`src/verilog/nirc_pkg.sv`:
```
// Purpose: shared constants and types for the nmi / ext-request control block
// Assumes: apb slave, 32-bit words, offsets chosen locally
// Notes: reserved bits read as zero
// How it works
// - control register is 16 bits, reset by reset only, kept through standby
// - bit 15 shows the live synchronised nmi pin level, writes ignored
// - low-level mask set masks other interrupts while nmi pin is low
// - nmi still accepted under low-level mask in normal and sleep
// - in standby with low-level mask, everything masked, no wake while pin low
// - block mode 0 holds nmi pending under cpu block bit, 1 detects at once
// - block mode bit cleared by hardware when nmi is accepted
// - edge select 0 detects falling nmi edge, 1 rising edge
// - ext pin mode 0 level-encoded request, 1 four independent level requests
// - reserved control bits read 0, software writes 0
// - priority register 32 bits, reset zero, bits 15:8 writable only
// - each 4-bit level 0..15, 15 highest, 0 masks the source
// - bits 15:12 timer channel 4 level, bits 11:8 timer channel 3 level
// - raw request register read-only, unaffected by level or individual mask
// - request bit is 1 while request outstanding, 0 after reset
// - request bit 9 timer4 underflow, bit 8 timer3 underflow
package nirc_pkg;
  localparam logic [11:0] NIRC_OFS_CTRL = 12'h000;
  localparam logic [11:0] NIRC_OFS_PRIO = 12'h004;
  localparam logic [11:0] NIRC_OFS_REQ = 12'h008;
  localparam logic [11:0] NIRC_OFS_IRQ_STAT = 12'h00C;
  localparam logic [11:0] NIRC_OFS_IRQ_MASK = 12'h010;
  localparam int NIRC_BIT_PIN_LEVEL = 15;
  localparam int NIRC_BIT_MASK_ALL = 14;
  localparam int NIRC_BIT_BLOCK_MODE = 9;
  localparam int NIRC_BIT_EDGE_SEL = 8;
  localparam int NIRC_BIT_PIN_MODE = 7;
  localparam logic [15:0] NIRC_CTRL_RST = 16'h0000;
  localparam logic [15:0] NIRC_CTRL_WMASK = 16'h4380;
  localparam logic [31:0] NIRC_PRIO_RST = 32'h0000_0000;
  localparam logic [31:0] NIRC_PRIO_WMASK = 32'h0000_FF00;
  localparam int NIRC_LVL_T4_LSB = 12;
  localparam int NIRC_LVL_T3_LSB = 8;
  localparam int NIRC_REQ_T4 = 9;
  localparam int NIRC_REQ_T3 = 8;
  localparam logic [31:0] NIRC_REQ_RST = 32'h0000_0000;
  // status / mask bit positions
  localparam int NIRC_EV_NMI = 0;
  localparam int NIRC_EV_T3 = 1;
  localparam int NIRC_EV_T4 = 2;
  localparam int NIRC_EV_W = 3;
  localparam logic [NIRC_EV_W-1:0] NIRC_EV_RST = 3'h0;
  typedef struct packed {
    logic mask_all;
    logic block_mode;
    logic edge_sel;
    logic pin_mode;
  } nirc_ctrl_t;
  typedef struct packed {
    logic [3:0] t4;
    logic [3:0] t3;
  } nirc_levels_t;
  typedef enum logic [1:0] {NIRC_RUN, NIRC_SLEEP, NIRC_STANDBY} nirc_pmode_t;
endpackage

```
`src/verilog/nirc_ctrl.sv`:
```
// Purpose: nmi detection, ext pin mode, source levels and raw request flags
// Assumes: apb3 slave, one cycle access, pready always high
// Notes: standby does not reset any register
//
// The register addresses and the APB interface to the registers were left to the implementer.
`timescale 1ns/1ps
module nirc_ctrl
  import nirc_pkg::*;
(
  // apb
  input wire logic pclk,
  input wire logic presetn,
  input wire logic psel,
  input wire logic penable,
  input wire logic pwrite,
  input wire logic [11:0] paddr,
  input wire logic [31:0] pwdata,
  output logic [31:0] prdata,
  output logic pready,
  output logic pslverr,
  // pins and cpu side
  input wire logic nmi_pin,
  input wire logic [3:0] ext_request_pin,
  input wire logic cpu_block_bit,
  input wire logic nmi_accept,
  input wire nirc_pmode_t power_mode,
  // peripheral requests
  input wire logic timer3_underflow_req,
  input wire logic timer4_underflow_req,
  // outputs
  output logic nmi_request,
  output logic mask_others,
  output logic standby_wake_block,
  output logic [3:0] ext_level,
  output logic [3:0] ext_indep,
  output logic [3:0] timer3_level,
  output logic [3:0] timer4_level,
  output logic irq
);
  nirc_ctrl_t ctrl, next_ctrl;
  nirc_levels_t lvl, next_lvl;
  logic [31:0] req, next_req;
  logic [NIRC_EV_W-1:0] stat, next_stat, msk, next_msk;
  logic nmi_s, nmi_d, next_nmi_d;
  logic nmi_pend, next_nmi_pend;
  logic [3:0] ext_s;
  logic [31:0] next_prdata;
  logic next_nmi_request, next_mask_others, next_wake_block, next_irq;
  logic [3:0] next_ext_level, next_ext_indep;
  logic wr, rd, edge_hit;

  function automatic logic hit(input logic [11:0] a, input logic [11:0] ofs);
    hit = (a == ofs);
  endfunction

  nirc_sync #(.WIDTH(1), .INIT(1'b1)) u_nmi_sync (
    .pclk(pclk),
    .presetn(presetn),
    .d(nmi_pin),
    .q(nmi_s)
  );
  nirc_sync #(.WIDTH(4), .INIT(4'hF)) u_ext_sync (
    .pclk(pclk),
    .presetn(presetn),
    .d(ext_request_pin),
    .q(ext_s)
  );

  assign wr = psel && penable && pwrite;
  assign rd = psel && !penable && !pwrite;
  // edge on the synchronised level only
  assign edge_hit = ctrl.edge_sel ? (nmi_s && !nmi_d) : (!nmi_s && nmi_d);

  always_comb begin
    next_ctrl = ctrl;
    next_lvl = lvl;
    next_msk = msk;
    next_nmi_d = nmi_s;
    next_nmi_pend = nmi_pend;
    next_stat = stat;
    next_prdata = prdata;
    if (wr && hit(paddr, NIRC_OFS_CTRL)) begin
      // pin level and reserved bits are not writable
      next_ctrl.mask_all = pwdata[NIRC_BIT_MASK_ALL];
      next_ctrl.block_mode = pwdata[NIRC_BIT_BLOCK_MODE];
      next_ctrl.edge_sel = pwdata[NIRC_BIT_EDGE_SEL];
      next_ctrl.pin_mode = pwdata[NIRC_BIT_PIN_MODE];
    end
    if (wr && hit(paddr, NIRC_OFS_PRIO)) begin
      next_lvl.t4 = pwdata[NIRC_LVL_T4_LSB +: 4];
      next_lvl.t3 = pwdata[NIRC_LVL_T3_LSB +: 4];
    end
    if (wr && hit(paddr, NIRC_OFS_IRQ_MASK)) begin
      next_msk = pwdata[NIRC_EV_W-1:0];
    end
    if (nmi_accept) begin
      next_ctrl.block_mode = 1'b0;
      next_nmi_pend = 1'b0;
    end
    if (edge_hit) begin
      next_nmi_pend = 1'b1;
    end
    // read of status clears it; new events win
    if (rd && hit(paddr, NIRC_OFS_IRQ_STAT)) begin
      next_stat = '0;
    end
    next_stat[NIRC_EV_NMI] = next_stat[NIRC_EV_NMI] | edge_hit;
    next_stat[NIRC_EV_T3] = next_stat[NIRC_EV_T3] | (timer3_underflow_req & ~req[NIRC_REQ_T3]);
    next_stat[NIRC_EV_T4] = next_stat[NIRC_EV_T4] | (timer4_underflow_req & ~req[NIRC_REQ_T4]);
    if (rd) begin
      next_prdata = 32'h0000_0000;
      if (hit(paddr, NIRC_OFS_CTRL)) begin
        next_prdata[NIRC_BIT_PIN_LEVEL] = nmi_s;
        next_prdata[NIRC_BIT_MASK_ALL] = ctrl.mask_all;
        next_prdata[NIRC_BIT_BLOCK_MODE] = ctrl.block_mode;
        next_prdata[NIRC_BIT_EDGE_SEL] = ctrl.edge_sel;
        next_prdata[NIRC_BIT_PIN_MODE] = ctrl.pin_mode;
      end else if (hit(paddr, NIRC_OFS_PRIO)) begin
        next_prdata[NIRC_LVL_T4_LSB +: 4] = lvl.t4;
        next_prdata[NIRC_LVL_T3_LSB +: 4] = lvl.t3;
      end else if (hit(paddr, NIRC_OFS_REQ)) begin
        next_prdata = req;
      end else if (hit(paddr, NIRC_OFS_IRQ_STAT)) begin
        next_prdata[NIRC_EV_W-1:0] = stat;
      end else if (hit(paddr, NIRC_OFS_IRQ_MASK)) begin
        next_prdata[NIRC_EV_W-1:0] = msk;
      end
    end
  end

  always_comb begin
    next_req = NIRC_REQ_RST;
    next_req[NIRC_REQ_T3] = timer3_underflow_req;
    next_req[NIRC_REQ_T4] = timer4_underflow_req;
    // block bit holds nmi pending unless block mode set
    next_nmi_request = nmi_pend && !nmi_accept && (!cpu_block_bit || ctrl.block_mode);
    // nmi itself stays acceptable outside standby
    next_mask_others = ctrl.mask_all && !nmi_s;
    if (power_mode == NIRC_STANDBY && ctrl.mask_all && !nmi_s) begin
      next_nmi_request = 1'b0;
    end
    next_wake_block = (power_mode == NIRC_STANDBY) && ctrl.mask_all && !nmi_s;
    if (!ctrl.pin_mode) begin
      next_ext_level = ~ext_s;
      next_ext_indep = 4'h0;
    end else begin
      next_ext_level = 4'h0;
      next_ext_indep = ~ext_s;
    end
    next_irq = |(stat & msk);
  end

  always_ff @(posedge pclk or negedge presetn) begin
    if (!presetn) begin
      ctrl <= NIRC_CTRL_RST[$bits(nirc_ctrl_t)-1:0];
      lvl <= NIRC_PRIO_RST[7:0];
      req <= NIRC_REQ_RST;
      stat <= NIRC_EV_RST;
      msk <= NIRC_EV_RST;
      nmi_d <= 1'b1;
      nmi_pend <= 1'b0;
      prdata <= 32'h0000_0000;
      nmi_request <= 1'b0;
      mask_others <= 1'b0;
      standby_wake_block <= 1'b0;
      ext_level <= 4'h0;
      ext_indep <= 4'h0;
      irq <= 1'b0;
    end else begin
      ctrl <= next_ctrl;
      lvl <= next_lvl;
      req <= next_req;
      stat <= next_stat;
      msk <= next_msk;
      nmi_d <= next_nmi_d;
      nmi_pend <= next_nmi_pend;
      prdata <= next_prdata;
      nmi_request <= next_nmi_request;
      mask_others <= next_mask_others;
      standby_wake_block <= next_wake_block;
      ext_level <= next_ext_level;
      ext_indep <= next_ext_indep;
      irq <= next_irq;
    end
  end

  // level 0 masks a source downstream, 15 is highest
  assign timer3_level = lvl.t3;
  assign timer4_level = lvl.t4;
  assign pready = 1'b1;
  assign pslverr = 1'b0;

  chk_block_clear: assert property (@(posedge pclk) disable iff (!presetn)
    nmi_accept |=> !ctrl.block_mode) else $error("block mode not cleared on accept");
  chk_edge_pend: assert property (@(posedge pclk) disable iff (!presetn)
    edge_hit |=> nmi_pend) else $error("nmi edge not latched");
  chk_held_blocked: assert property (@(posedge pclk) disable iff (!presetn)
    (cpu_block_bit && !ctrl.block_mode) |=> !nmi_request) else $error("nmi issued while blocked");
  chk_mask_low: assert property (@(posedge pclk) disable iff (!presetn)
    (ctrl.mask_all && !nmi_s) |=> mask_others) else $error("mask not applied while pin low");
  chk_mask_off: assert property (@(posedge pclk) disable iff (!presetn)
    !ctrl.mask_all |=> !mask_others) else $error("mask without mask bit");
  chk_standby_wake: assert property (@(posedge pclk) disable iff (!presetn)
    (power_mode == NIRC_STANDBY && ctrl.mask_all && !nmi_s) |=> (standby_wake_block && !nmi_request))
    else $error("standby not held");
  chk_level_read: assert property (@(posedge pclk) disable iff (!presetn)
    (rd && hit(paddr, NIRC_OFS_CTRL)) |=> prdata[NIRC_BIT_PIN_LEVEL] == $past(nmi_s))
    else $error("pin level read wrong");
  chk_prio_hi: assert property (@(posedge pclk) disable iff (!presetn)
    (rd && hit(paddr, NIRC_OFS_PRIO)) |=> prdata[31:16] == 16'h0000) else $error("prio upper bits set");
  chk_req_t4: assert property (@(posedge pclk) disable iff (!presetn)
    timer4_underflow_req |=> req[NIRC_REQ_T4]) else $error("timer4 request not flagged");
  chk_pin_mode: assert property (@(posedge pclk) disable iff (!presetn)
    ctrl.pin_mode |=> ext_level == 4'h0) else $error("encoded output in independent mode");
  cov_nmi_fall: cover property (@(posedge pclk) disable iff (!presetn) edge_hit && !ctrl.edge_sel);
  cov_nmi_rise: cover property (@(posedge pclk) disable iff (!presetn) edge_hit && ctrl.edge_sel);
  cov_accept: cover property (@(posedge pclk) disable iff (!presetn) nmi_request ##1 nmi_accept);
  cov_irq: cover property (@(posedge pclk) disable iff (!presetn) irq);
  cov_standby: cover property (@(posedge pclk) disable iff (!presetn) standby_wake_block);

  // register writes and holds
  chk_ctrl_wmask: assert property (@(posedge pclk) disable iff (!presetn)
    (wr && hit(paddr, NIRC_OFS_CTRL)) |=> ctrl.mask_all == $past(pwdata[NIRC_BIT_MASK_ALL]))
    else $error("mask bit write lost");
  chk_ctrl_wedge: assert property (@(posedge pclk) disable iff (!presetn)
    (wr && hit(paddr, NIRC_OFS_CTRL)) |=> ctrl.edge_sel == $past(pwdata[NIRC_BIT_EDGE_SEL]))
    else $error("edge select write lost");
  chk_ctrl_wpin: assert property (@(posedge pclk) disable iff (!presetn)
    (wr && hit(paddr, NIRC_OFS_CTRL)) |=> ctrl.pin_mode == $past(pwdata[NIRC_BIT_PIN_MODE]))
    else $error("pin mode write lost");
  chk_ctrl_wblock: assert property (@(posedge pclk) disable iff (!presetn)
    (wr && hit(paddr, NIRC_OFS_CTRL) && !nmi_accept) |=> ctrl.block_mode == $past(pwdata[NIRC_BIT_BLOCK_MODE]))
    else $error("block mode write lost");
  chk_ctrl_hold: assert property (@(posedge pclk) disable iff (!presetn)
    (!(wr && hit(paddr, NIRC_OFS_CTRL)) && !nmi_accept) |=> $stable(ctrl))
    else $error("control changed without write");
  chk_lvl_t4_write: assert property (@(posedge pclk) disable iff (!presetn)
    (wr && hit(paddr, NIRC_OFS_PRIO)) |=> lvl.t4 == $past(pwdata[NIRC_LVL_T4_LSB +: 4]))
    else $error("timer4 level write lost");
  chk_lvl_t3_write: assert property (@(posedge pclk) disable iff (!presetn)
    (wr && hit(paddr, NIRC_OFS_PRIO)) |=> lvl.t3 == $past(pwdata[NIRC_LVL_T3_LSB +: 4]))
    else $error("timer3 level write lost");
  chk_lvl_hold: assert property (@(posedge pclk) disable iff (!presetn)
    !(wr && hit(paddr, NIRC_OFS_PRIO)) |=> $stable(lvl))
    else $error("levels changed without write");
  chk_msk_write: assert property (@(posedge pclk) disable iff (!presetn)
    (wr && hit(paddr, NIRC_OFS_IRQ_MASK)) |=> msk == $past(pwdata[NIRC_EV_W-1:0]))
    else $error("mask write lost");
  chk_msk_hold: assert property (@(posedge pclk) disable iff (!presetn)
    !(wr && hit(paddr, NIRC_OFS_IRQ_MASK)) |=> $stable(msk))
    else $error("mask changed without write");
  // raw request flags
  chk_req_t3: assert property (@(posedge pclk) disable iff (!presetn)
    timer3_underflow_req |=> req[NIRC_REQ_T3])
    else $error("timer3 request not flagged");
  chk_req_t3_drop: assert property (@(posedge pclk) disable iff (!presetn)
    !timer3_underflow_req |=> !req[NIRC_REQ_T3])
    else $error("timer3 request stuck");
  chk_req_t4_drop: assert property (@(posedge pclk) disable iff (!presetn)
    !timer4_underflow_req |=> !req[NIRC_REQ_T4])
    else $error("timer4 request stuck");
  chk_req_resv: assert property (@(posedge pclk) disable iff (!presetn)
    req[31:10] == 22'h0 && req[7:0] == 8'h00)
    else $error("reserved request bit set");
  // read data
  chk_prio_read: assert property (@(posedge pclk) disable iff (!presetn)
    (rd && hit(paddr, NIRC_OFS_PRIO)) |=> prdata[15:8] == {$past(lvl.t4), $past(lvl.t3)})
    else $error("level read wrong");
  chk_prio_resv: assert property (@(posedge pclk) disable iff (!presetn)
    (rd && hit(paddr, NIRC_OFS_PRIO)) |=> prdata[7:0] == 8'h00)
    else $error("prio low bits set");
  chk_ctrl_resv: assert property (@(posedge pclk) disable iff (!presetn)
    (rd && hit(paddr, NIRC_OFS_CTRL)) |=> prdata[31:16] == 16'h0000 && prdata[13:10] == 4'h0 && prdata[6:0] == 7'h00)
    else $error("reserved control bit set");
  chk_ctrl_read: assert property (@(posedge pclk) disable iff (!presetn)
    (rd && hit(paddr, NIRC_OFS_CTRL)) |=> prdata[14] == $past(ctrl.mask_all)
      && prdata[9:7] == {$past(ctrl.block_mode), $past(ctrl.edge_sel), $past(ctrl.pin_mode)})
    else $error("control read wrong");
  chk_req_read: assert property (@(posedge pclk) disable iff (!presetn)
    (rd && hit(paddr, NIRC_OFS_REQ)) |=> prdata == $past(req))
    else $error("request read wrong");
  chk_stat_read: assert property (@(posedge pclk) disable iff (!presetn)
    (rd && hit(paddr, NIRC_OFS_IRQ_STAT)) |=> prdata[NIRC_EV_W-1:0] == $past(stat))
    else $error("status read wrong");
  chk_msk_read: assert property (@(posedge pclk) disable iff (!presetn)
    (rd && hit(paddr, NIRC_OFS_IRQ_MASK)) |=> prdata[NIRC_EV_W-1:0] == $past(msk))
    else $error("mask read wrong");
  chk_rdata_hold: assert property (@(posedge pclk) disable iff (!presetn)
    !rd |=> $stable(prdata))
    else $error("read data moved without read");
  chk_unmapped_read: assert property (@(posedge pclk) disable iff (!presetn)
    (rd && !hit(paddr, NIRC_OFS_CTRL) && !hit(paddr, NIRC_OFS_PRIO) && !hit(paddr, NIRC_OFS_REQ)
      && !hit(paddr, NIRC_OFS_IRQ_STAT) && !hit(paddr, NIRC_OFS_IRQ_MASK)) |=> prdata == 32'h0000_0000)
    else $error("unmapped read not zero");
  chk_apb_ready: assert property (@(posedge pclk) disable iff (!presetn)
    pready && !pslverr)
    else $error("bus answer wrong");
  // status and interrupt
  chk_stat_clear: assert property (@(posedge pclk) disable iff (!presetn)
    (rd && hit(paddr, NIRC_OFS_IRQ_STAT) && !edge_hit) |=> !stat[NIRC_EV_NMI])
    else $error("status not cleared by read");
  chk_stat_nmi: assert property (@(posedge pclk) disable iff (!presetn)
    edge_hit |=> stat[NIRC_EV_NMI])
    else $error("nmi edge not in status");
  chk_stat_t3: assert property (@(posedge pclk) disable iff (!presetn)
    (timer3_underflow_req && !req[NIRC_REQ_T3]) |=> stat[NIRC_EV_T3])
    else $error("timer3 event lost");
  chk_stat_t4: assert property (@(posedge pclk) disable iff (!presetn)
    (timer4_underflow_req && !req[NIRC_REQ_T4]) |=> stat[NIRC_EV_T4])
    else $error("timer4 event lost");
  chk_stat_keep: assert property (@(posedge pclk) disable iff (!presetn)
    (stat[NIRC_EV_NMI] && !(rd && hit(paddr, NIRC_OFS_IRQ_STAT))) |=> stat[NIRC_EV_NMI])
    else $error("status bit lost");
  chk_irq_on: assert property (@(posedge pclk) disable iff (!presetn)
    ((stat & msk) != 3'h0) |=> irq)
    else $error("irq missing");
  chk_irq_off: assert property (@(posedge pclk) disable iff (!presetn)
    ((stat & msk) == 3'h0) |=> !irq)
    else $error("irq without unmasked status");
  // nmi request path
  chk_accept_drop: assert property (@(posedge pclk) disable iff (!presetn)
    nmi_accept |=> !nmi_request)
    else $error("request kept after accept");
  chk_accept_pend: assert property (@(posedge pclk) disable iff (!presetn)
    (nmi_accept && !edge_hit) |=> !nmi_pend)
    else $error("pending kept after accept");
  chk_issue_free: assert property (@(posedge pclk) disable iff (!presetn)
    (nmi_pend && !nmi_accept && !cpu_block_bit && power_mode != NIRC_STANDBY) |=> nmi_request)
    else $error("free nmi not issued");
  chk_issue_mode: assert property (@(posedge pclk) disable iff (!presetn)
    (nmi_pend && !nmi_accept && ctrl.block_mode && power_mode != NIRC_STANDBY) |=> nmi_request)
    else $error("nmi not issued in block mode");
  chk_sleep_accept: assert property (@(posedge pclk) disable iff (!presetn)
    (power_mode == NIRC_SLEEP && ctrl.mask_all && nmi_pend && !nmi_accept && !cpu_block_bit) |=> nmi_request)
    else $error("nmi refused in sleep");
  chk_no_pend: assert property (@(posedge pclk) disable iff (!presetn)
    !nmi_pend |=> !nmi_request)
    else $error("request without pending");
  chk_pend_hold: assert property (@(posedge pclk) disable iff (!presetn)
    (nmi_pend && !nmi_accept) |=> nmi_pend)
    else $error("pending lost");
  chk_pend_quiet: assert property (@(posedge pclk) disable iff (!presetn)
    (!nmi_pend && !edge_hit) |=> !nmi_pend)
    else $error("pending without edge");
  chk_single_edge: assert property (@(posedge pclk) disable iff (!presetn)
    edge_hit ##1 $stable(ctrl.edge_sel) |-> !edge_hit)
    else $error("one edge seen twice");
  chk_wake_off: assert property (@(posedge pclk) disable iff (!presetn)
    (power_mode != NIRC_STANDBY) |=> !standby_wake_block)
    else $error("wake blocked outside standby");
  chk_wake_pin: assert property (@(posedge pclk) disable iff (!presetn)
    nmi_s |=> !standby_wake_block)
    else $error("wake blocked with pin high");
  chk_mask_high: assert property (@(posedge pclk) disable iff (!presetn)
    nmi_s |=> !mask_others)
    else $error("mask with pin high");
  // external pin mode
  chk_enc_out: assert property (@(posedge pclk) disable iff (!presetn)
    !ctrl.pin_mode |=> ext_level == ~$past(ext_s) && ext_indep == 4'h0)
    else $error("encoded pins wrong");
  chk_ind_out: assert property (@(posedge pclk) disable iff (!presetn)
    ctrl.pin_mode |=> ext_indep == ~$past(ext_s))
    else $error("independent pins wrong");
endmodule

```
`src/verilog/nirc_sync.sv`:
```
// Purpose: two-flop synchroniser for asynchronous pins
// Assumes: pin levels change slowly compared with pclk
// Notes: first stage is read by the second only
`timescale 1ns/1ps
module nirc_sync #(
  parameter int WIDTH = 1,
  parameter logic [WIDTH-1:0] INIT = '0
) (
  // clock and reset
  input wire logic pclk,
  input wire logic presetn,
  // data
  input wire logic [WIDTH-1:0] d,
  output logic [WIDTH-1:0] q
);
  logic [WIDTH-1:0] stage1;
  always_ff @(posedge pclk or negedge presetn) begin
    if (!presetn) begin
      stage1 <= INIT;
      q <= INIT;
    end else begin
      stage1 <= d;
      q <= stage1;
    end
  end
endmodule
```
`config.mk`:
```
export PLATFORM = sky130hd
export DESIGN_NAME = nirc_ctrl
export DESIGN_NICKNAME = d
export VERILOG_FILES = /design/src/verilog/nirc_pkg.sv /design/src/verilog/nirc_ctrl.sv /design/src/verilog/nirc_sync.sv
export SDC_FILE = /design/constraint.sdc
export NUM_CORES = 1
export LEC_CHECK = 0
export ABC_AREA = 0
export BUFFER_PORTS_ARGS = -buffer_cell sky130_fd_sc_hd__buf_4
export CORE_ASPECT_RATIO = 0.9
export CORE_MARGIN = 4
export CORE_UTILIZATION = 40
export CTS_BUF_LIST = sky130_fd_sc_hd__clkbuf_16
export CTS_CLUSTER_SIZE = 30
export DETAILED_ROUTE_END_ITERATION = 16
export HOLD_SLACK_MARGIN = 0.02
export PLACE_DENSITY = 0.71
export SLEW_MARGIN = 20
export SYNTH_ARGS = -nofsm -noshare
export SYNTH_HDL_FRONTEND = slang
export SYNTH_SLANG_ARGS = --single-unit
export TNS_END_PERCENT = 30
```
`constraint.sdc`:
```
create_clock -name pclk -period 1.3 [get_ports pclk]
set_input_delay 0.26 -clock pclk [delete_from_list [all_inputs] [get_ports pclk]]
set_output_delay 0.26 -clock pclk [all_outputs]
set_load 0.05 [all_outputs]
```
### After elaboration in Yosys (flattened, before gate mapping)

Cells that the tools add are included.

* memory bits (writable): 0
* register bits: 76
* latch bits: 0
* bits in read-only memories: 0
* memories kept: 0
* logic and storage cells: 82
* input bits: 60
* output and inout port bits: 54

* muxes and demuxes: 20
* add/subtract/negate cells: 0
* shifts and indexed selects: 0
* equality and inequality tests: 5
* magnitude comparators: 0
* divide/modulo/power cells: 0
* bitwise gates (word level): 9
* reductions and logical operators: 26
* $mul: 0

Operator list (number)
* 12-bit by 4-bit == test with 1-bit output (second input constant): 2
* 3-bit 2-to-1 mux: 6
* 16-bit 2-to-1 mux: 1
* 8-bit 2-to-1 mux: 2
* 1-bit logical AND: 15
* 7-bit 2-to-1 mux: 2
* 12-bit by 3-bit == test with 1-bit output (second input constant): 1
* 12-bit by 5-bit == test with 1-bit output (second input constant): 1
* 12-bit zero test: 1
* 4-bit 2-to-1 mux: 3
* 1-bit zero test: 6
* 1-bit 2-to-1 mux: 5
* 4-bit NOT: 1
* 2-bit nonzero test: 2
* 3-bit bitwise AND: 1
* 1-bit OR: 3
* 3-bit OR reduction: 1
* 1-bit bitwise AND: 2
* 2-bit == test (second input constant): 1
* 2-bit 2-to-1 mux: 1
* 1-bit NOT: 2
* 1-bit logical OR: 1

### Longest topological paths before layout

Gate-level depths: netlist (run 1).

* depth in word-level cells: 6
* gate-level depth with buffers: 6

### Hierarchy

Synthesis (run 1) repeated with hierarchy kept, for this count alone.

* cell total of the unflattened synthesis: 175
* area total of the unflattened synthesis: 2280.9 um2

By module, submodules not included
* nirc_ctrl: area an instance 2018.2 um2, cells each 165, times used 1
* nirc_sync at u_ext_sync: area an instance 210.2 um2, cells each 8, times used 1
* nirc_sync at u_nmi_sync: area an instance 52.6 um2, cells each 2, times used 1

### Worst setup path after synthesis (run 1)

No wires, ideal clock.

* kind: input -> register
* from: in paddr[9]
* to: reg ctrl[0] in the netlist's numbering
* buffers on the path: 0
* arrival time: 1.462 ns
* cell stages on the path: 4
* data required time: 1.175 ns
* path slack: -0.287 ns
* cells stage by stage: nor4_4 nand3_2 nor4b_4 mux2_2

* cells in the longest elaborated chain, start to end: 2

Ends and longest elaborated chain
* start: declaration: RTL line nirc_ctrl.sv:16 `input wire logic [11:0] paddr,`
* 12-bit zero test: RTL line nirc_ctrl.sv:53 `hit = (a == ofs);`
* 1-bit logical AND: RTL line nirc_ctrl.sv:82 `if (wr && hit(paddr, NIRC_OFS_CTRL)) begin`
* end signal: assignment: RTL line nirc_ctrl.sv:155 `ctrl <= NIRC_CTRL_RST[$bits(nirc_ctrl_t)-1:0];`
* end signal: assignment: RTL line nirc_ctrl.sv:170 `ctrl <= next_ctrl;`
* end: declaration: RTL line nirc_ctrl.sv:40 `nirc_ctrl_t ctrl, next_ctrl;`

No other way between the ends.
A chain may end at the register's enable or synchronous reset.

### Worst setup path after layout (run 1)

* from: in paddr[9]
* to: reg stat[0]

* cells in the longest elaborated chain, start to end: 4

Ends and longest elaborated chain
* 12-bit by 4-bit == test with 1-bit output: RTL line nirc_ctrl.sv:53
* 1-bit logical AND: RTL line nirc_ctrl.sv:104 `if (rd && hit(paddr, NIRC_OFS_IRQ_STAT)) begin`
* 3-bit 2-to-1 mux: RTL line nirc_ctrl.sv:104
* 1-bit OR: RTL line nirc_ctrl.sv:107 `next_stat[NIRC_EV_NMI] = next_stat[NIRC_EV_NMI] | edge_hit;`
* net next_stat[0]: RTL line nirc_ctrl.sv:43 `logic [NIRC_EV_W-1:0] stat, next_stat, msk, next_msk;`
* end signal: assignment: RTL line nirc_ctrl.sv:173 `stat <= next_stat;`
* end: declaration: RTL line nirc_ctrl.sv:43

The timed path passes the listed nets, and every way through them passes these cells.

==> flow_metrics.py, run 1 <==
metrics = {
    "place": {
        "io_buffers": 71,
        "place.gp.congestion": 0.777,
        "place_hpwl_um": 4050,
        "place_area_um2": 3070,
        "place_ws_ns": -0.423,
        "dp.cells": 346,
    },
    "power": {
        "seqPwrFrac_pct": 51.0,
        "ir_worst_vdd_v": 0.000842,
        "finalPower_mw": 3.53,
        "p_leak_nw": 1.64,
        "p_int_mw": 2.64,
        "pwr-share-comb_pct": 12.2,
        "pwr-share-clk_pct": 36.9,
        "p_sw_share_pct": 25.3,
        "p_sw_mw": 0.893,
        "power_density_nw_per_um2": 1070,
    },
    "logic_synthesis": {
        "synthMuxAreaShare_pct": 8.36,
        "netlist_area_um2": 2360,
        "post_synth_num_cell_types": 37,
        "ys_ff_latch": 56,
        "synth_xor_area_share_pct": 0,
        "ys_warn_count": 0,
        "ys.flop_type": "dfrtp_1",
        "yosys.area_share.adder_pct": 0,
        "syn_inst": 190,
        "ys_seq_area_share_pct": 59.8,
        "async_flop_share_pct": 100,
        "synth-simple-area-share_pct": 14.4,
        "avgSynthCellArea_um2": 12.4,
        "synth_top_family_by_area": "simple AND/OR/NAND/NOR gates",
        "synth_compound_gate_area_share_pct": 8.41,
        "synth_edf_count": 0,
    },
    "global_route": {
        "antenna_found_initial": 0,
        "grt.total_usage_pct": 15.4,
        "grt_pass1_wl_um": 8230,
        "grt_overflow": 0,
        "grt_pass1_vias": 1658,
        "grt_max_degree": 40,
    },
    "cts": {
        "cts_sinks": 56,
        "cts_buffer_depth": 2,
        "cts_made_buffers": 5,
        "path_clk_slew_ns": 0.07,
        "htreeDepth": 2,
        "cts_tree": "built",
        "clock_latency_ns": 0.29,
        "clock-root-buffer": "clkbuf_16",
    },
    "timing": {
        "setup_ws_ns": -0.0946,
        "final.period_utilization_pct": 107,
        "fin_setup_tns_ns": -0.855,
        "setup_viol": 12,
        "drv_slew": 0,
        "clock-skew-final_ns": 0.00567,
        "rsz0062_at_grt": "yes",
        "final_hold_viol_count": 0,
        "finalCriticalPeriod_ns": 1.39,
        "fmax_ghz": 0.717,
        "whs_ns": 0.0712,
    },
    "setup_path": {
        "crit_type": "primary input to register",
        "cp_max_fo": 3,
        "crit_arrival_ns": 1.56,
        "worst_ep_required_time_ns": 1.47,
        "endpoint_kind": "register",
        "crit_path_start_kind": "primary input",
        "rrSetupSlack_ns": 0.17,
    },
    "detailed_routing": {
        "viasPerCell": 4.72,
        "drtPass1Iterations": 4,
        "drt_iter0_drc": 105,
        "routed_wl_um": 5300,
        "postRouteAntennaNets": 0,
        "drc": 0,
        "wl_per_cell_um": 14.9,
        "via_count": 1679,
    },
    "final_layout": {
        "drive_gt1_share_pct": 49.3,
        "regArea_um2": 1420,
        "fin_nets": 345,
        "areaGrowthSynthToFinish_pct": 39.1,
        "fin_area_um2": 3290,
        "n_fill_cell": 494,
        "finalNonFillerCells": 356,
        "diodes": 0,
        "fin_util_pct": 57.8,
        "multiInputGateArea_um2": 881,
    },
    "worst_hold_path": {
        "hold_path.class": "primary input to register",
    },
    "floorplan": {
        "die_area_um2": 7210,
        "die_y_um": 80.9,
        "placementRows": 26,
        "fp.dieW_um": 89.1,
        "ioPinCount": 114,
        "core_area_um2": 5690,
        "start_util_pct": 41.5,
    },
    "run_status": {
        "violations": "negative setup slack",
        "status": "complete, but fails checks",
    },
    "flow_run": {
        "maxCapViolCount": 0,
    },
}
-- synthesized netlist by cell type, types with 2 or more instances --
| cell type | number | share of area (%) |
|---|---|---|
| dfstp_2 | 11 | 12 |
| a221o_1 | 2 | 0.85 |
| inv_1 | 4 | 0.63 |
| a32o_1 | 2 | 0.85 |
| mux2_2 | 14 | 6.7 |
| buf_4 | 22 | 7.0 |
| nor3_2 | 2 | 0.85 |
| buf_2 | 2 | 0.42 |
| a21oi_1 | 4 | 0.85 |
| nand2_1 | 18 | 2.9 |
| mux2i_1 | 4 | 1.7 |
| dfrtp_1 | 45 | 48 |
| a22o_2 | 2 | 0.85 |
| conb_1 | 2 | 0.32 |
| clkbuf_1 | 4 | 0.63 |
| nor2_1 | 12 | 1.9 |
| and3_1 | 3 | 0.79 |
| nand3_2 | 2 | 0.85 |
| a22o_1 | 4 | 1.5 |
| o31ai_1 | 3 | 0.95 |
| o21ai_0 | 5 | 1.1 |
| nor2b_1 | 8 | 2.1 |
-- path summary, 6_finish.rpt --
| path | startpoint | to | cells after the start |
|---|---|---|---|
| setup / recovery | paddr[9] | stat[0] | 6 |
| hold / removal | ext_request_pin[2] | u_ext_sync.stage1[2] | 1 |
| setup reg to reg | u_nmi_sync.q | nmi_request | 3 |
| hold reg to reg | u_nmi_sync.stage1 | u_nmi_sync.q | 0 |
| max in group asynchronous | presetn | prdata[2] | 3 |
| min in group asynchronous | presetn | ext_indep[3] | 2 |
-- power by group through the flow --
| stage | registers (mW) | logic (mW) | clock network (mW) |
|---|---|---|---|
| 2_1_floorplan | 1.86 | 0.246 | 0 |
| 5_1_grt | 1.80 | 0.462 | 1.41 |
| 6_report | 1.80 | 0.430 | 1.30 |
| 3_5_place_dp | 1.83 | 0.426 | 0 |
| 4_1_cts | 1.80 | 0.432 | 1.34 |
| 3_3_place_gp | 1.83 | 0.422 | 0 |
-- registers in the layout, indices dropped and copies added, names as in the netlist, 2 cells and up --
signal             cells
ext_indep              4
req                    2
ctrl                   4
stat                   3
timer3_level           4
msk                    3
ext_level              4
timer4_level           4
u_ext_sync.stage1      4
u_ext_sync.q           4
prdata                12
-- cells by family (layout without fill, tap and decap cells) --
kind of cell,count (synthesis),after routing
flops,56,56
mux,18,18
other cells,2,22
simple gates,56,56
buf+inv,32,108
compound gates,26,26
-- layer usage --
metal  up-vias  global-route usage (%)  part of all wire (%)
met4         0                    6.85                   2.2
met3         9                    3.85                   8.2
met2        60                    24.8                    48
li1        800                       -                     -
met5         -                       0                     0
met1       810                    19.5                    42
-- cell usage in the layout, fill, tap and decap left out, drive strengths merged, types with 2 or more instances in the layout --
cell type / Yosys / final
a32o: 2 / 2
o21ai: 5 / 5
buf: 24 / 95
mux2i: 4 / 4
mux2: 14 / 14
inv: 4 / 4
nor2: 13 / 13
and3: 4 / 4
nor2b: 8 / 8
nor3: 2 / 2
nand2: 18 / 18
and2: 2 / 2
nor4b: 2 / 2
clkinvlp: 0 / 2
nand3: 3 / 3
clkbuf: 4 / 5
o31ai: 3 / 3
dfstp: 11 / 11
a221o: 2 / 2
conb: 2 / 22
a21oi: 4 / 4
dfrtp: 45 / 45
a22o: 6 / 6
-- critical path, cell delays in order --
cell and delay (ns):
buf_6 0.09, nor4_4 0.31, buf_4 0.17, nand3_2 0.06
or3_4 0.35, a221o_1 0.31
-- layout make-up --
class / instances / share of cell area, %
Inverter: 4 / 0.456
Multi-Input combinational cell: 122 / 26.8
Tap cell: 70 / 2.66
Timing Repair Buffer: 96 / 22.7
Sequential cell: 56 / 43.0
Clock inverter: 3 / 0.571
Clock buffer: 5 / 3.80
-- what timing repair did --
action / 4_1_cts / 5_1_grt
endpoints found under the hold margin: 26 / 0
hold buffers: 1 / 0
cloned: 0 / 0
pin swaps: 1 / 1
setup endpoints to repair: 15 / 18
buffers inserted: 1 / 0
gates resized for setup: 12 / 5
(Power assumes the default switching activity.)
==> run 2, diff against run 1 <==
--- a/config.mk
+++ b/config.mk
@@ -11,8 +11,10 @@
 export CORE_MARGIN = 4
 export CORE_UTILIZATION = 40
 export CTS_BUF_LIST = sky130_fd_sc_hd__clkbuf_16
+export CTS_CLUSTER_DIAMETER = 50
 export CTS_CLUSTER_SIZE = 30
 export DETAILED_ROUTE_END_ITERATION = 16
+export GPL_TIMING_DRIVEN = 0
 export HOLD_SLACK_MARGIN = 0.02
 export PLACE_DENSITY = 0.71
 export SLEW_MARGIN = 20
==> run 2 against run 1 <==
  * Register-to-register slack got worse by 0.04 ns
  * Cell count is 2.2% higher
  * Highest routed layer unchanged
  * Clock power hardly changed
  * The run still ends with negative setup slack left
  * Die area unchanged
  * First-iteration DRC count increased by 25%
  * Sequential power about the same
  * Routed wire length shrank 0.30%
  * Hold slack lost 0.069 ns
==> flow_metrics.py, run 2 (synthesis results as in run 1) <==
metrics = {
    "run_status": {
        "status": "complete, but fails checks",
        "violations": "negative setup slack",
    },
    "final_layout": {
        "n_fill_cell": 496,
        "layout_commonest_cell": "buf_4",
        "fin_util_pct": 58.7,
        "fin_nets": 353,
        "drive_gt1_share_pct": 50.7,
        "final_cell_mix": "buf_4, dfrtp_1, conb_1",
        "largest_reg_flops": 12,
        "top_register": "prdata",
        "diodes": 0,
        "finalNonFillerCells": 364,
        "fin_area_um2": 3340,
        "multiInputGateArea_um2": 890,
        "regArea_um2": 1420,
        "areaGrowthSynthToFinish_pct": 41.2,
    },
    "detailed_routing": {
        "drc": 0,
        "drt_iter0_drc": 131,
        "via_count": 1727,
        "postRouteAntennaNets": 0,
        "drtPass1Iterations": 4,
        "viasPerCell": 4.74,
        "routed_wl_um": 5290,
        "wl_per_cell_um": 14.5,
    },
    "floorplan": {
        "fp.dieW_um": 89.1,
        "die_y_um": 80.9,
        "die_area_um2": 7210,
        "start_util_pct": 41.5,
        "placementRows": 26,
        "ioPinCount": 114,
        "core_area_um2": 5690,
    },
    "global_route": {
        "grt_overflow": 0,
        "antenna_found_initial": 0,
        "grt_pass1_vias": 1723,
        "grt.total_usage_pct": 15.4,
        "grt_max_degree": 57,
        "grt_pass1_wl_um": 8320,
    },
    "cts": {
        "cts_sinks": 56,
        "holdBufCountCts": 0,
        "cts_made_buffers": 5,
        "path_clk_slew_ns": 0.07,
        "htreeDepth": 2,
        "clock_latency_ns": 0.29,
        "cts_buffer_depth": 2,
        "clock-root-buffer": "clkbuf_16",
        "cts_tree": "built",
    },
    "setup_path": {
        "r2r_cells": 3,
        "crit_type": "primary input to register",
        "endpoint_kind": "register",
        "critPathSlowestCell": "nor4_4",
        "worst_ep_required_time_ns": 1.48,
        "crit_chain": "buf_6, nor4_4, buf_4, nand3_4, or3_4, a221o_1",
        "cp_max_fo": 4,
        "crit_path_max_incr_delay_ns": 0.36,
        "crit_arrival_ns": 1.63,
        "crit_path_start_kind": "primary input",
    },
    "power": {
        "ir_worst_vdd_v": 0.000843,
        "power_density_nw_per_um2": 1060,
        "p_leak_nw": 1.69,
    },
    "timing": {
        "rsz0062_at_grt": "yes",
        "relSlewSlack_pct": 53.8,
        "clock-skew-final_ns": 0.00277,
        "final_hold_viol_count": 0,
        "setup_ws_ns": -0.152,
        "tightest_slew_ns": 0.694,
        "final.period_utilization_pct": 112,
        "drv_slew": 0,
        "finalCriticalPeriod_ns": 1.45,
        "fmax_ghz": 0.689,
        "setup_viol": 18,
    },
    "place": {
        "place.gp.congestion": 0.817,
        "io_buffers": 69,
        "place_area_um2": 3060,
        "place_hpwl_um": 3920,
        "dp.cells": 349,
    },
    "flow_run": {
        "maxCapViolCount": 0,
    },
    "worst_hold_path": {
        "hold_path.class": "primary input to asynchronous set/reset pin",
    },
}
run 2: area by class of cell:
type,instances,share of cell area (%)
clock inverter,3,0.562
buffer,27,5.62
multi-input combinational,122,26.6
sequential,56,42.4
inverter,4,0.450
tap,70,2.62
clock buffer,5,3.75
timing repair buffer,77,18.0
run 2: power by group:
group	internal [mW]	switching [mW]	total, mW	leakage [nW]
logic	0.160	0.288	0.448	0.908
clock network	0.711	0.595	1.31	0.0736
registers	1.79	0.0141	1.80	0.713
total	2.66	0.897	3.55	1.69
run 2: metal layers:
| layer | vias to the layer above | wire [um] | global-route usage [%] |
|---|---|---|---|
| met1 | 831 | 2090 | 18.3 |
| met2 | 66 | 2620 | 26.0 |
| li1 | 819 | - | - |
| met4 | 0 | 104 | 6.10 |
| met5 | - | 0 | 0 |
| met3 | 11 | 477 | 4.67 |
run 2: path summary, 6_finish.rpt:
| check | slack (ns) | end | from |
|---|---|---|---|
| max | -0.15 | stat[0] | paddr[10] |
| min | 0.002 | timer4_level[3] | presetn |
| max reg2reg | 0.13 | nmi_request | u_nmi_sync.q |
| min reg2reg | 0.36 | u_nmi_sync.q | u_nmi_sync.stage1 |
| max in group asynchronous | 0.83 | msk[1] | presetn |
| min in group pclk | 0.07 | u_nmi_sync.stage1 | nmi_pin |
run 2: worst max-delay path, delay by kind of cell:
family / cells / cell delay, ns
buffers and inverters: 2 / 0.29
AO/OA/AOI/OAI: 1 / 0.30
AND/OR/NAND/NOR: 3 / 0.78
run 2: per-stage QoR:
| stage | setup TNS [ns] | hold WS (ns) | setup slack, ns | total power, mW |
|---|---|---|---|---|
| floorplan | -3.06 | -0.0356 | -0.235 | 2.11 |
| finish | -1.74 | 0.00223 | -0.152 | 3.55 |
| global route | -2.86 | 0.0580 | -0.199 | 3.69 |
| CTS | -1.43 | 0.0392 | -0.217 | 3.59 |
| global placement | -10.52 | 0.346 | -0.535 | 2.26 |
| detailed placement | -11.32 | 0.347 | -0.549 | 2.27 |
run 2: what timing repair did:
action / CTS / global route
buffers inserted: 6 / 2
resized for setup: 16 / 5
pin swaps: 6 / 6
endpoints found under the setup margin: 24 / 29
